===== config.mk =====
export PLATFORM = sky130hd
export DESIGN_NAME = spi_reg_port_flat
export DESIGN_NICKNAME = d
export VERILOG_FILES = /design/src/verilog/spi_port_pkg.sv /design/src/verilog/spi_link_if.sv /design/src/verilog/sync_bit.sv /design/src/verilog/spi_reg_port.sv /design/src/flat_wrapper.sv
export SDC_FILE = /design/constraint.sdc
export NUM_CORES = 2
export LEC_CHECK = 0
export BUFFER_PORTS_ARGS = -buffer_cell sky130_fd_sc_hd__buf_2
export CAP_MARGIN = 20
export CORE_AREA = 2 2 362 364
export CTS_CLUSTER_DIAMETER = 150
export CTS_CLUSTER_SIZE = 28
export DETAILED_ROUTE_END_ITERATION = 10
export DIE_AREA = 0 0 364 366
export HOLD_SLACK_MARGIN = 0.03
export PLACE_DENSITY = 0.81
export SETUP_SLACK_MARGIN = 0.02
export SLEW_MARGIN = 40
export SYNTH_ARGS = -nofsm -noshare
export SYNTH_HDL_FRONTEND = slang
export SYNTH_SLANG_ARGS = --single-unit
export TNS_END_PERCENT = 1

===== constraint.sdc =====
create_clock -name mclk -period 45.7 [get_ports mclk]
set_input_delay 4.57 -clock mclk [delete_from_list [all_inputs] [get_ports mclk]]
set_output_delay 4.57 -clock mclk [all_outputs]
set_load 0.005 [all_outputs]

===== src/verilog/spi_port_pkg.sv =====
/*
  Shared constants and types for the serial register port: link timing,
  device register map, controller register offsets and state encodings.
  Assumes one 40 MHz clock in both ends and a byte-wide register space.
*/
package spi_port_pkg;

  // Clock and link timing
  localparam int MCLK_MHZ = 40;
  // Host serial clock half period, in ns and in cycles (rounded down)
  localparam int SCLK_HALF_NS = 200;
  localparam int SCLK_HALF_CYC = (SCLK_HALF_NS * MCLK_MHZ) / 1000;
  // Longest reset duration of the device, in ns and cycles (rounded up)
  localparam int RESET_WAIT_NS = 100;
  localparam int RESET_WAIT_CYC = (RESET_WAIT_NS * MCLK_MHZ + 999) / 1000;

  ////////////////////////////////////////////////////////////////////////
  // Device register map
  localparam int ADDR_W = 7;
  localparam int REG_DEPTH = 128;
  localparam logic [6:0] CFG_A_ADDR = 7'h00;
  localparam logic [6:0] CFG_B_ADDR = 7'h01;
  localparam int STEP_HI_BIT = 5;
  localparam int STEP_LO_BIT = 2;
  localparam int SINGLE_BIT = 7;
  localparam logic [7:0] REG_RST = 8'h00;
  // Multibyte window: 14 two-byte registers, odd address is the high byte
  localparam logic [6:0] MB_FIRST = 7'h20;
  localparam logic [6:0] MB_LAST = 7'h3B;

  ////////////////////////////////////////////////////////////////////////
  // Controller registers on APB
  localparam logic [7:0] CTRL_OFS = 8'h00;
  localparam logic [7:0] TXD_OFS = 8'h04;
  localparam logic [7:0] RXD_OFS = 8'h08;
  localparam logic [7:0] STAT_OFS = 8'h0C;
  localparam int CTRL_GO_BIT = 0;
  localparam int CTRL_RD_BIT = 1;
  localparam int CTRL_ADDR_LSB = 8;
  localparam int CTRL_LEN_LSB = 16;
  localparam int STAT_BUSY_BIT = 0;
  localparam int STAT_DONE_BIT = 1;

  // State encodings
  typedef enum logic [2:0] {
    d_idle = 3'b001,
    d_instr = 3'b010,
    d_data = 3'b100
  } dev_state_t;

  typedef enum logic [3:0] {
    h_wait = 4'b0001,
    h_idle = 4'b0010,
    h_shift = 4'b0100,
    h_gap = 4'b1000
  } host_state_t;

endpackage : spi_port_pkg


===== src/verilog/spi_link_if.sv =====
/*
  Four-wire serial link between the controller and the register port.
  Assumes the bench joins both modports; the data-out wire idles high.
*/
`timescale 1ns/1ps
interface spi_link_if;
  logic cs_n; // Frame select, active low
  logic sclk; // Serial clock, idles low
  logic mosi; // Controller to device data
  logic miso_out; // Device data drive value
  logic miso_oe; // Device drives data-out while high
  logic miso; // Resolved data-out wire

  // Pull-up stands in for the released wire
  assign miso = miso_oe ? miso_out : 1'b1;

  modport host (output cs_n, output sclk, output mosi, input miso);
  modport device (input cs_n, input sclk, input mosi, output miso_out, output miso_oe);
endinterface : spi_link_if


===== src/verilog/sync_bit.sv =====
/*
  Two flip-flop synchroniser for a group of independent level inputs.
  Assumes each bit is a slow level; no bus coherency is promised.
*/
`timescale 1ns/1ps
module sync_bit #(
  parameter int W = 1
) (
  input wire logic mclk,
  input wire logic rst,
  input wire logic [W-1:0] din,
  output logic [W-1:0] dout
);
  // First stage, read only by the second
  logic [W-1:0] meta_q;

  // Two stages; reset loads zero, which matches the idle link except data-out, which idles high
  always_ff @(posedge mclk or posedge rst)
  begin
    if (rst)
    begin
      meta_q <= '0;
      dout <= '0;
    end
    else
    begin
      meta_q <= din;
      dout <= meta_q;
    end
  end
endmodule : sync_bit


===== src/verilog/spi_reg_port.sv =====
/*
  Device end of the serial register port: instruction and data phases,
  streaming with address stepping, single instruction mode and paired
  multibyte registers over a 128-byte register array.
  Assumes the link pins are asynchronous to mclk and that the serial
  clock is slow enough for mclk to see every level (about 8 mclk each).
*/
// Notes on behaviour
// - Mode zero: sample rising, shift falling
// - Every field travels MSB first
// - Instruction: R/W bit, 7-bit address
// - High R/W reads, low writes
// - Instruction address is first accessed
// - Writes store bytes, reads drive contents
// - Early release in instruction: no effect
// - Release before first byte: no effect
// - Whole bytes commit, partial byte dropped
// - Streaming steps address after each byte
// - Step direction from config, decrementing default
// - Single mode: new instruction per phase
// - Single mode bit resets to zero
// - Master holds select through multibyte write
// - Master addresses high byte, decrementing
// - Fourteen two-byte registers are paired
// - Master waits out reset time
`timescale 1ns/1ps
module spi_reg_port (
  input wire logic mclk,
  input wire logic rst,
  spi_link_if.device link,
  output logic wr_pulse,
  output logic [6:0] wr_addr,
  output logic [7:0] wr_data,
  output logic step_up,
  output logic single_mode,
  output logic busy
);

  ////////////////////////////////////////////////////////////////////////
  // Pin synchronisation and edge finding

  // Synchronised select, clock and data
  logic s_cs; // Inverted select, so reset leaves it at the idle level
  wire logic s_cs_n = ~s_cs;
  logic s_sclk;
  logic s_mosi;
  // Previous synchronised clock for edge detection
  logic sclk_d_q;
  logic sclk_rise;
  logic sclk_fall;

  // All three pins cross from the link before any logic sees them
  sync_bit #(
    .W(3)
  ) u_sync (
    .mclk(mclk),
    .rst(rst),
    .din({~link.cs_n, link.sclk, link.mosi}),
    .dout({s_cs, s_sclk, s_mosi})
  );

  // Edge history of the serial clock
  always_ff @(posedge mclk or posedge rst)
  begin
    if (rst)
      sclk_d_q <= 1'b0;
    else
      sclk_d_q <= s_sclk;
  end

  assign sclk_rise = s_sclk & ~sclk_d_q;
  assign sclk_fall = ~s_sclk & sclk_d_q;

  ////////////////////////////////////////////////////////////////////////
  // Serial state

  spi_port_pkg::dev_state_t state_q;
  // Bit position within the current byte
  logic [2:0] bit_cnt_q;
  // Receive shift register, seven bits held back
  logic [6:0] rx_sh_q;
  // Transaction is a read
  logic rd_q;
  // Current register address
  logic [6:0] addr_q;
  // Outgoing read byte
  logic [7:0] tx_sh_q;
  // Register array
  logic [7:0] mem_q [spi_port_pkg::REG_DEPTH];
  // Held high byte of a multibyte write
  logic [7:0] hold_q;
  logic hold_v_q;
  logic [6:0] hold_addr_q;

  logic [7:0] rx_byte;
  logic instr_done;
  logic byte_done;
  logic [6:0] addr_next;
  logic in_mb;
  logic mb_more;
  logic stay_data;

  // newest bit enters at the bottom
  assign rx_byte = {rx_sh_q, s_mosi};
  assign instr_done = (state_q == spi_port_pkg::d_instr) && sclk_rise && (bit_cnt_q == 3'd7);
  assign byte_done = (state_q == spi_port_pkg::d_data) && sclk_rise && (bit_cnt_q == 3'd7);

  assign addr_next = step_up ? (addr_q + 7'd1) : (addr_q - 7'd1);

  assign in_mb = (addr_q >= spi_port_pkg::MB_FIRST) && (addr_q <= spi_port_pkg::MB_LAST);
  // High byte done; the low byte of the pair must still follow
  assign mb_more = in_mb && addr_q[0];
  assign stay_data = ~single_mode || mb_more;

  // Frame sequencer; release of select always returns to idle
  always_ff @(posedge mclk or posedge rst)
  begin
    if (rst)
    begin
      state_q <= spi_port_pkg::d_idle;
      bit_cnt_q <= 3'd0;
      rx_sh_q <= 7'h00;
      rd_q <= 1'b0;
      addr_q <= 7'h00;
    end
    else if (s_cs_n)
    begin
      state_q <= spi_port_pkg::d_idle;
      bit_cnt_q <= 3'd0;
    end
    else
    begin
      if (sclk_rise)
      begin
        rx_sh_q <= rx_byte[6:0];
        bit_cnt_q <= bit_cnt_q + 3'd1;
      end
      case (state_q)
        spi_port_pkg::d_idle:
        begin
          state_q <= spi_port_pkg::d_instr;
          bit_cnt_q <= 3'd0;
        end
        spi_port_pkg::d_instr:
        begin
          if (instr_done)
          begin
            rd_q <= rx_byte[7];
            addr_q <= rx_byte[6:0];
            state_q <= spi_port_pkg::d_data;
          end
        end
        spi_port_pkg::d_data:
        begin
          if (byte_done)
          begin
            addr_q <= addr_next;
            if (!stay_data)
              state_q <= spi_port_pkg::d_instr;
          end
        end
        default:
          state_q <= spi_port_pkg::d_idle;
      endcase
    end
  end

  ////////////////////////////////////////////////////////////////////////
  // Register array and write reporting

  // Committed bytes land here; a partial byte never reaches this process
  always_ff @(posedge mclk or posedge rst)
  begin
    if (rst)
    begin
      for (int i = 0; i < spi_port_pkg::REG_DEPTH; i++)
        mem_q[i] <= spi_port_pkg::REG_RST;
      hold_q <= 8'h00;
      hold_v_q <= 1'b0;
      hold_addr_q <= 7'h00;
      wr_pulse <= 1'b0;
      wr_addr <= 7'h00;
      wr_data <= 8'h00;
    end
    else
    begin
      wr_pulse <= 1'b0;
      if (s_cs_n)
        hold_v_q <= 1'b0;
      if (byte_done && !rd_q)
      begin
        if (in_mb && addr_q[0])
        begin
          // High byte waits for its partner so the pair lands together
          hold_q <= rx_byte;
          hold_v_q <= 1'b1;
          hold_addr_q <= addr_q;
        end
        else if (in_mb)
        begin
          if (hold_v_q && (hold_addr_q == (addr_q + 7'd1)))
          begin
            mem_q[hold_addr_q] <= hold_q;
            mem_q[addr_q] <= rx_byte;
            wr_pulse <= 1'b1;
            wr_addr <= addr_q;
            wr_data <= rx_byte;
          end
          hold_v_q <= 1'b0;
        end
        else
        begin
          mem_q[addr_q] <= rx_byte;
          wr_pulse <= 1'b1;
          wr_addr <= addr_q;
          wr_data <= rx_byte;
        end
      end
    end
  end

  ////////////////////////////////////////////////////////////////////////
  // Read data path

  // Loads on byte boundaries, shifts out on falling edges
  always_ff @(posedge mclk or posedge rst)
  begin
    if (rst)
    begin
      tx_sh_q <= 8'h00;
      link.miso_out <= 1'b0;
    end
    else if (instr_done)
      tx_sh_q <= mem_q[rx_byte[6:0]];
    else if (byte_done)
      // Next byte is fetched ahead so its MSB is ready at the next fall
      tx_sh_q <= mem_q[addr_next];
    else if (sclk_fall && (state_q == spi_port_pkg::d_data) && rd_q && !s_cs_n)
    begin
      link.miso_out <= tx_sh_q[7];
      tx_sh_q <= {tx_sh_q[6:0], 1'b0};
    end
  end

  // Output drive only during a read data phase
  always_ff @(posedge mclk or posedge rst)
  begin
    if (rst)
      link.miso_oe <= 1'b0;
    else
      link.miso_oe <= !s_cs_n && (state_q == spi_port_pkg::d_data) && rd_q;
  end

  ////////////////////////////////////////////////////////////////////////
  // Configuration outputs

  // Registered copies of the interface configuration
  always_ff @(posedge mclk or posedge rst)
  begin
    if (rst)
    begin
      step_up <= 1'b0;
      single_mode <= 1'b0;
      busy <= 1'b0;
    end
    else
    begin
      step_up <= mem_q[spi_port_pkg::CFG_A_ADDR][spi_port_pkg::STEP_HI_BIT]
               | mem_q[spi_port_pkg::CFG_A_ADDR][spi_port_pkg::STEP_LO_BIT];
      single_mode <= mem_q[spi_port_pkg::CFG_B_ADDR][spi_port_pkg::SINGLE_BIT];
      busy <= !s_cs_n;
    end
  end

endmodule : spi_reg_port


===== src/flat_wrapper.sv =====
// flat-port wrapper written by rule: the top's interface ports become plain ports
module spi_reg_port_flat 
  (mclk, rst, wr_pulse, wr_addr, wr_data, step_up, single_mode, busy, link_cs_n, link_sclk, link_mosi, link_miso_out, link_miso_oe);
  spi_link_if link_i ();
  input wire logic mclk;
  input wire logic rst;
  output logic wr_pulse;
  output logic [6:0] wr_addr;
  output logic [7:0] wr_data;
  output logic step_up;
  output logic single_mode;
  output logic busy;
  input wire logic [$bits(link_i.cs_n)-1:0] link_cs_n;
  input wire logic [$bits(link_i.sclk)-1:0] link_sclk;
  input wire logic [$bits(link_i.mosi)-1:0] link_mosi;
  output wire logic [$bits(link_i.miso_out)-1:0] link_miso_out;
  output wire logic [$bits(link_i.miso_oe)-1:0] link_miso_oe;
  assign link_i.cs_n = link_cs_n;
  assign link_i.sclk = link_sclk;
  assign link_i.mosi = link_mosi;
  assign link_miso_out = link_i.miso_out;
  assign link_miso_oe = link_i.miso_oe;
  spi_reg_port u_core (.mclk(mclk), .rst(rst), .link(link_i), .wr_pulse(wr_pulse), .wr_addr(wr_addr), .wr_data(wr_data), .step_up(step_up), .single_mode(single_mode), .busy(busy));
endmodule

==> run metrics <==
flops & latches, synth=1097; switch share=0.335; clock power share=0.281; Synth area leader=dfrtp_1; Pint=0.00124 W; Resized Gates After CTS=0; Sink Count=1097; Detail Route Antenna Nets=0; drt wl/cell=32.8 µm; Tcrit/Tclk final=0.144; Die Span Y=366 µm; CTS Buf Count=45; DIE WIDTH=364 µm; hold crit path type=flop to flop; sequential share of the synthesized area=0.381; reg2reg path depth=11; Seq. cell area=27500 µm²; via count=57500; Placed Instances=7372; area of the multi-input gates=42000 µm²; top cell type's share of synthesized area=0.381; worst ir drop on vdd=0.0385 mV; largest family of logic cells by synthesized area=multiplexers; RSZ-0062 raised after global routing=no; Hold Buf Count CTS=0; routability cong.=0.963; final setup fails=0; Comb pwr share=0.177; Total Wirelength=244000 µm; Root Buffer=clkbuf_16; # IOs=26; warnings from Yosys=0; count of input and output buffers=25; share of cells above drive strength 1=0.351; distinct cell type count after synthesis=75; crit path cell chain=buf_2 > inv_12 > buf_6 > buf_6 > buf_4; syn_nets=6156; Fillers=10200; crit end category=async pin; Crit-path slowest cell=buf_4; post-synthesis mux area share=0.406; vias per cell=7.72; Pwr per Cell Area=25.0 nW/µm²; EDFF count, synth=0; CP startpoint=rst; predominant post-synthesis flop cell=dfrtp_1; setup repair bufs after CTS=0; post-synthesis compound-gate area fraction=0.116; non-filler cells in the finished layout=7444; GR Overflow Total=0; asr flop ratio synth=1.00; Core Region=129000 µm²; Total Neg Setup Slack=0 ns; Final nets=5694; Sw Pwr=0.000623 W; type of origin of the critical path=input pin; vias in the first global route=55600; r2r startpoint=u_core.addr_q[0]; Worst Hold Launch=u_core.u_sync.meta_q[0]; clock transition at the registers of the reported paths=0.12 ns; pin count of the biggest net entering global routing=194; sequential share of power=0.542; first drt pass iteration count=7; Post-Syn Area=72000 µm²; fmax=152 MHz; initial antenna violation count=18; simple-gate portion of the synthesized area=0.0504; Total GRT Usage=0.361; final-report hold violation count=0; fin crit period=6.58 ns; # DRC=0; worst-margin pin slew=0.935 ns; adder-cell share of the synthesized area=0.000695; CTS tree=built; Setup CP Type=input pin to async pin; Max stage delay on crit path=0.70 ns; synth-to-layout area growth=3.50%; first-pass GRT wire length=366000 µm; die area=133000 µm²; Synth area leaders=dfrtp_1, mux2_2, mux4_2, mux2i_1, a31oi_1; worst-skew pair later-pin latency=0.70 ns; CTS max path bufs=3; DRT iter0 DRCs=9443; synthesized instance count=6147; Post-Synth XOR/XNOR Area=0.00255; Critical Path Fanout Max=134; Slew Limit Fails=0; H-Tree Depth=2; Initial Utilization=0.558; Final Skew=0.0374 ns; Site Rows=132; Leak=34.3 nW; status=complete, no violations; worst path required time=46.45 ns; HPWL Detailed=150000 µm; most frequent CP cell=buf_6; CP arrival=7.34 ns; syn_area_per_cell=11.7 µm²; hold depth=0; relative slew slack=0.375; Max Cap Violations=0
critical path: cells and delay by family:
kind	cells	cell delay, ns
buf+inv	5	2.52
metrics by stage:
| stage | worst slack [ns] | cell area (µm²) | utilization | hold slack (ns) | total power, W |
|---|---|---|---|---|---|
| after floorplan | 10.25 | 72000 | - | 0.331 | 0.00120 |
| after global placement | 37.43 | 72500 | 0.562 | 0.340 | 0.00132 |
| after detailed placement | 38.10 | 73000 | 0.566 | 0.337 | 0.00133 |
| after CTS | 38.83 | 74300 | 0.576 | 0.372 | 0.00183 |
| after global routing | 38.72 | 74500 | 0.578 | 0.385 | 0.00189 |
| final | 39.12 | 74500 | 0.578 | 0.370 | 0.00186 |
cell usage after synthesis (56+ instances only):
master,instances
nor2_1,136
mux2i_1,556
nand3_1,112
buf_4,56
dfrtp_1,1096
mux4_2,498
a22oi_1,88
o21ai_1,64
nand2_1,342
o21ai_0,100
mux2_2,1089
a31oi_1,468
clkbuf_1,321
a21oi_1,551
buf_2,246
registers in the layout, summed over array words and instances, names as in the netlist:
name	cells
u_core.addr_q	7
u_core.bit_cnt_q	3
u_core.busy	1
u_core.hold_addr_q	7
u_core.hold_q	8
u_core.hold_v_q	1
u_core.link.miso_oe	1
u_core.link.miso_out	1
u_core.mem_q	1024
u_core.rd_q	1
u_core.rx_sh_q	7
u_core.sclk_d_q	1
u_core.single_mode	1
u_core.state_q	3
u_core.step_up	1
u_core.tx_sh_q	8
u_core.u_sync.dout	3
u_core.u_sync.meta_q	3
u_core.wr_addr	7
u_core.wr_data	8
u_core.wr_pulse	1
final timing paths:
kind,end,slack [ns]
min in group asynchronous,u_core.mem_q[760],4.01
setup reg to reg,u_core.mem_q[885],40.08
hold reg to reg,u_core.u_sync.dout[0],0.37
max in group mclk,step_up,39.46
hold / removal,u_core.u_sync.dout[0],0.37
setup / recovery,u_core.mem_q[63],39.12
layer usage:
layer | vias up | share of wire | track usage
li1 | 22700 | - | -
met1 | 28800 | 0.35 | 0.475
met2 | 4933 | 0.42 | 0.511
met3 | 1031 | 0.16 | 0.145
met4 | 16 | 0.068 | 0.192
met5 | - | 0.00052 | 0
area by class of cell:
cell class | instances | area share
Antenna cell | 4 | 0.000134
Sequential cell | 1097 | 0.369
Timing Repair Buffer | 154 | 0.0208
Clock inverter | 2 | 0.000520
Inverter | 6 | 0.000571
Multi-Input combinational cell | 4381 | 0.563
Clock buffer | 58 | 0.0163
Tap cell | 1742 | 0.0292
placed cells by master (no fill, tap or decap), types with 7 or more instances in the layout:
cell type | netlist | routed
a21oi_1 | 551 | 550
buf_4 | 56 | 72
mux2i_1 | 556 | 556
o21ai_1 | 64 | 21
dfrtp_4 | 0 | 17
o21ai_0 | 100 | 99
o211a_1 | 11 | 11
nand3_1 | 112 | 111
a22oi_1 | 88 | 88
buf_2 | 246 | 25
clkbuf_1 | 321 | 11
dfrtp_1 | 1096 | 1078
nor2_1 | 136 | 112
and2_1 | 8 | 8
nand2_1 | 342 | 337
nand4_1 | 35 | 35
mux2_1 | 19 | 19
o21ai_2 | 41 | 85
nand2_4 | 0 | 7
nor3_1 | 33 | 28
a22o_1 | 7 | 7
buf_6 | 6 | 34
buf_12 | 0 | 17
clkbuf_16 | 0 | 47
mux2_2 | 1089 | 1089
nand2_2 | 23 | 21
a31oi_1 | 468 | 468
nor4_1 | 8 | 8
nor2_2 | 12 | 34
nor2b_1 | 16 | 13
nand2b_1 | 17 | 17
mux4_2 | 498 | 498
a221oi_1 | 30 | 30
and3_1 | 15 | 15
cell families (layout without fill, tap and decap cells):
kind of cell    after synthesis  in the layout
compound gates             1408           1408
xor+xnor                     18             18
fa+ha+maj                     4              4
buf+inv                     669            220
flops                      1097           1097
mux                        2162           2162
other cells                   0              4
simple gates                789            789
power groups by stage:
stage,logic [W],clock network (W),registers (W)
after global placement,0.000283,0,0.00104
after detailed placement,0.000304,0,0.00103
final,0.000329,0.000524,0.00101
after CTS,0.000304,0.000521,0.00101
after floorplan,0.000202,0,0.000997
after global routing,0.000333,0.000550,0.00101
(Power assumes the default switching activity.)
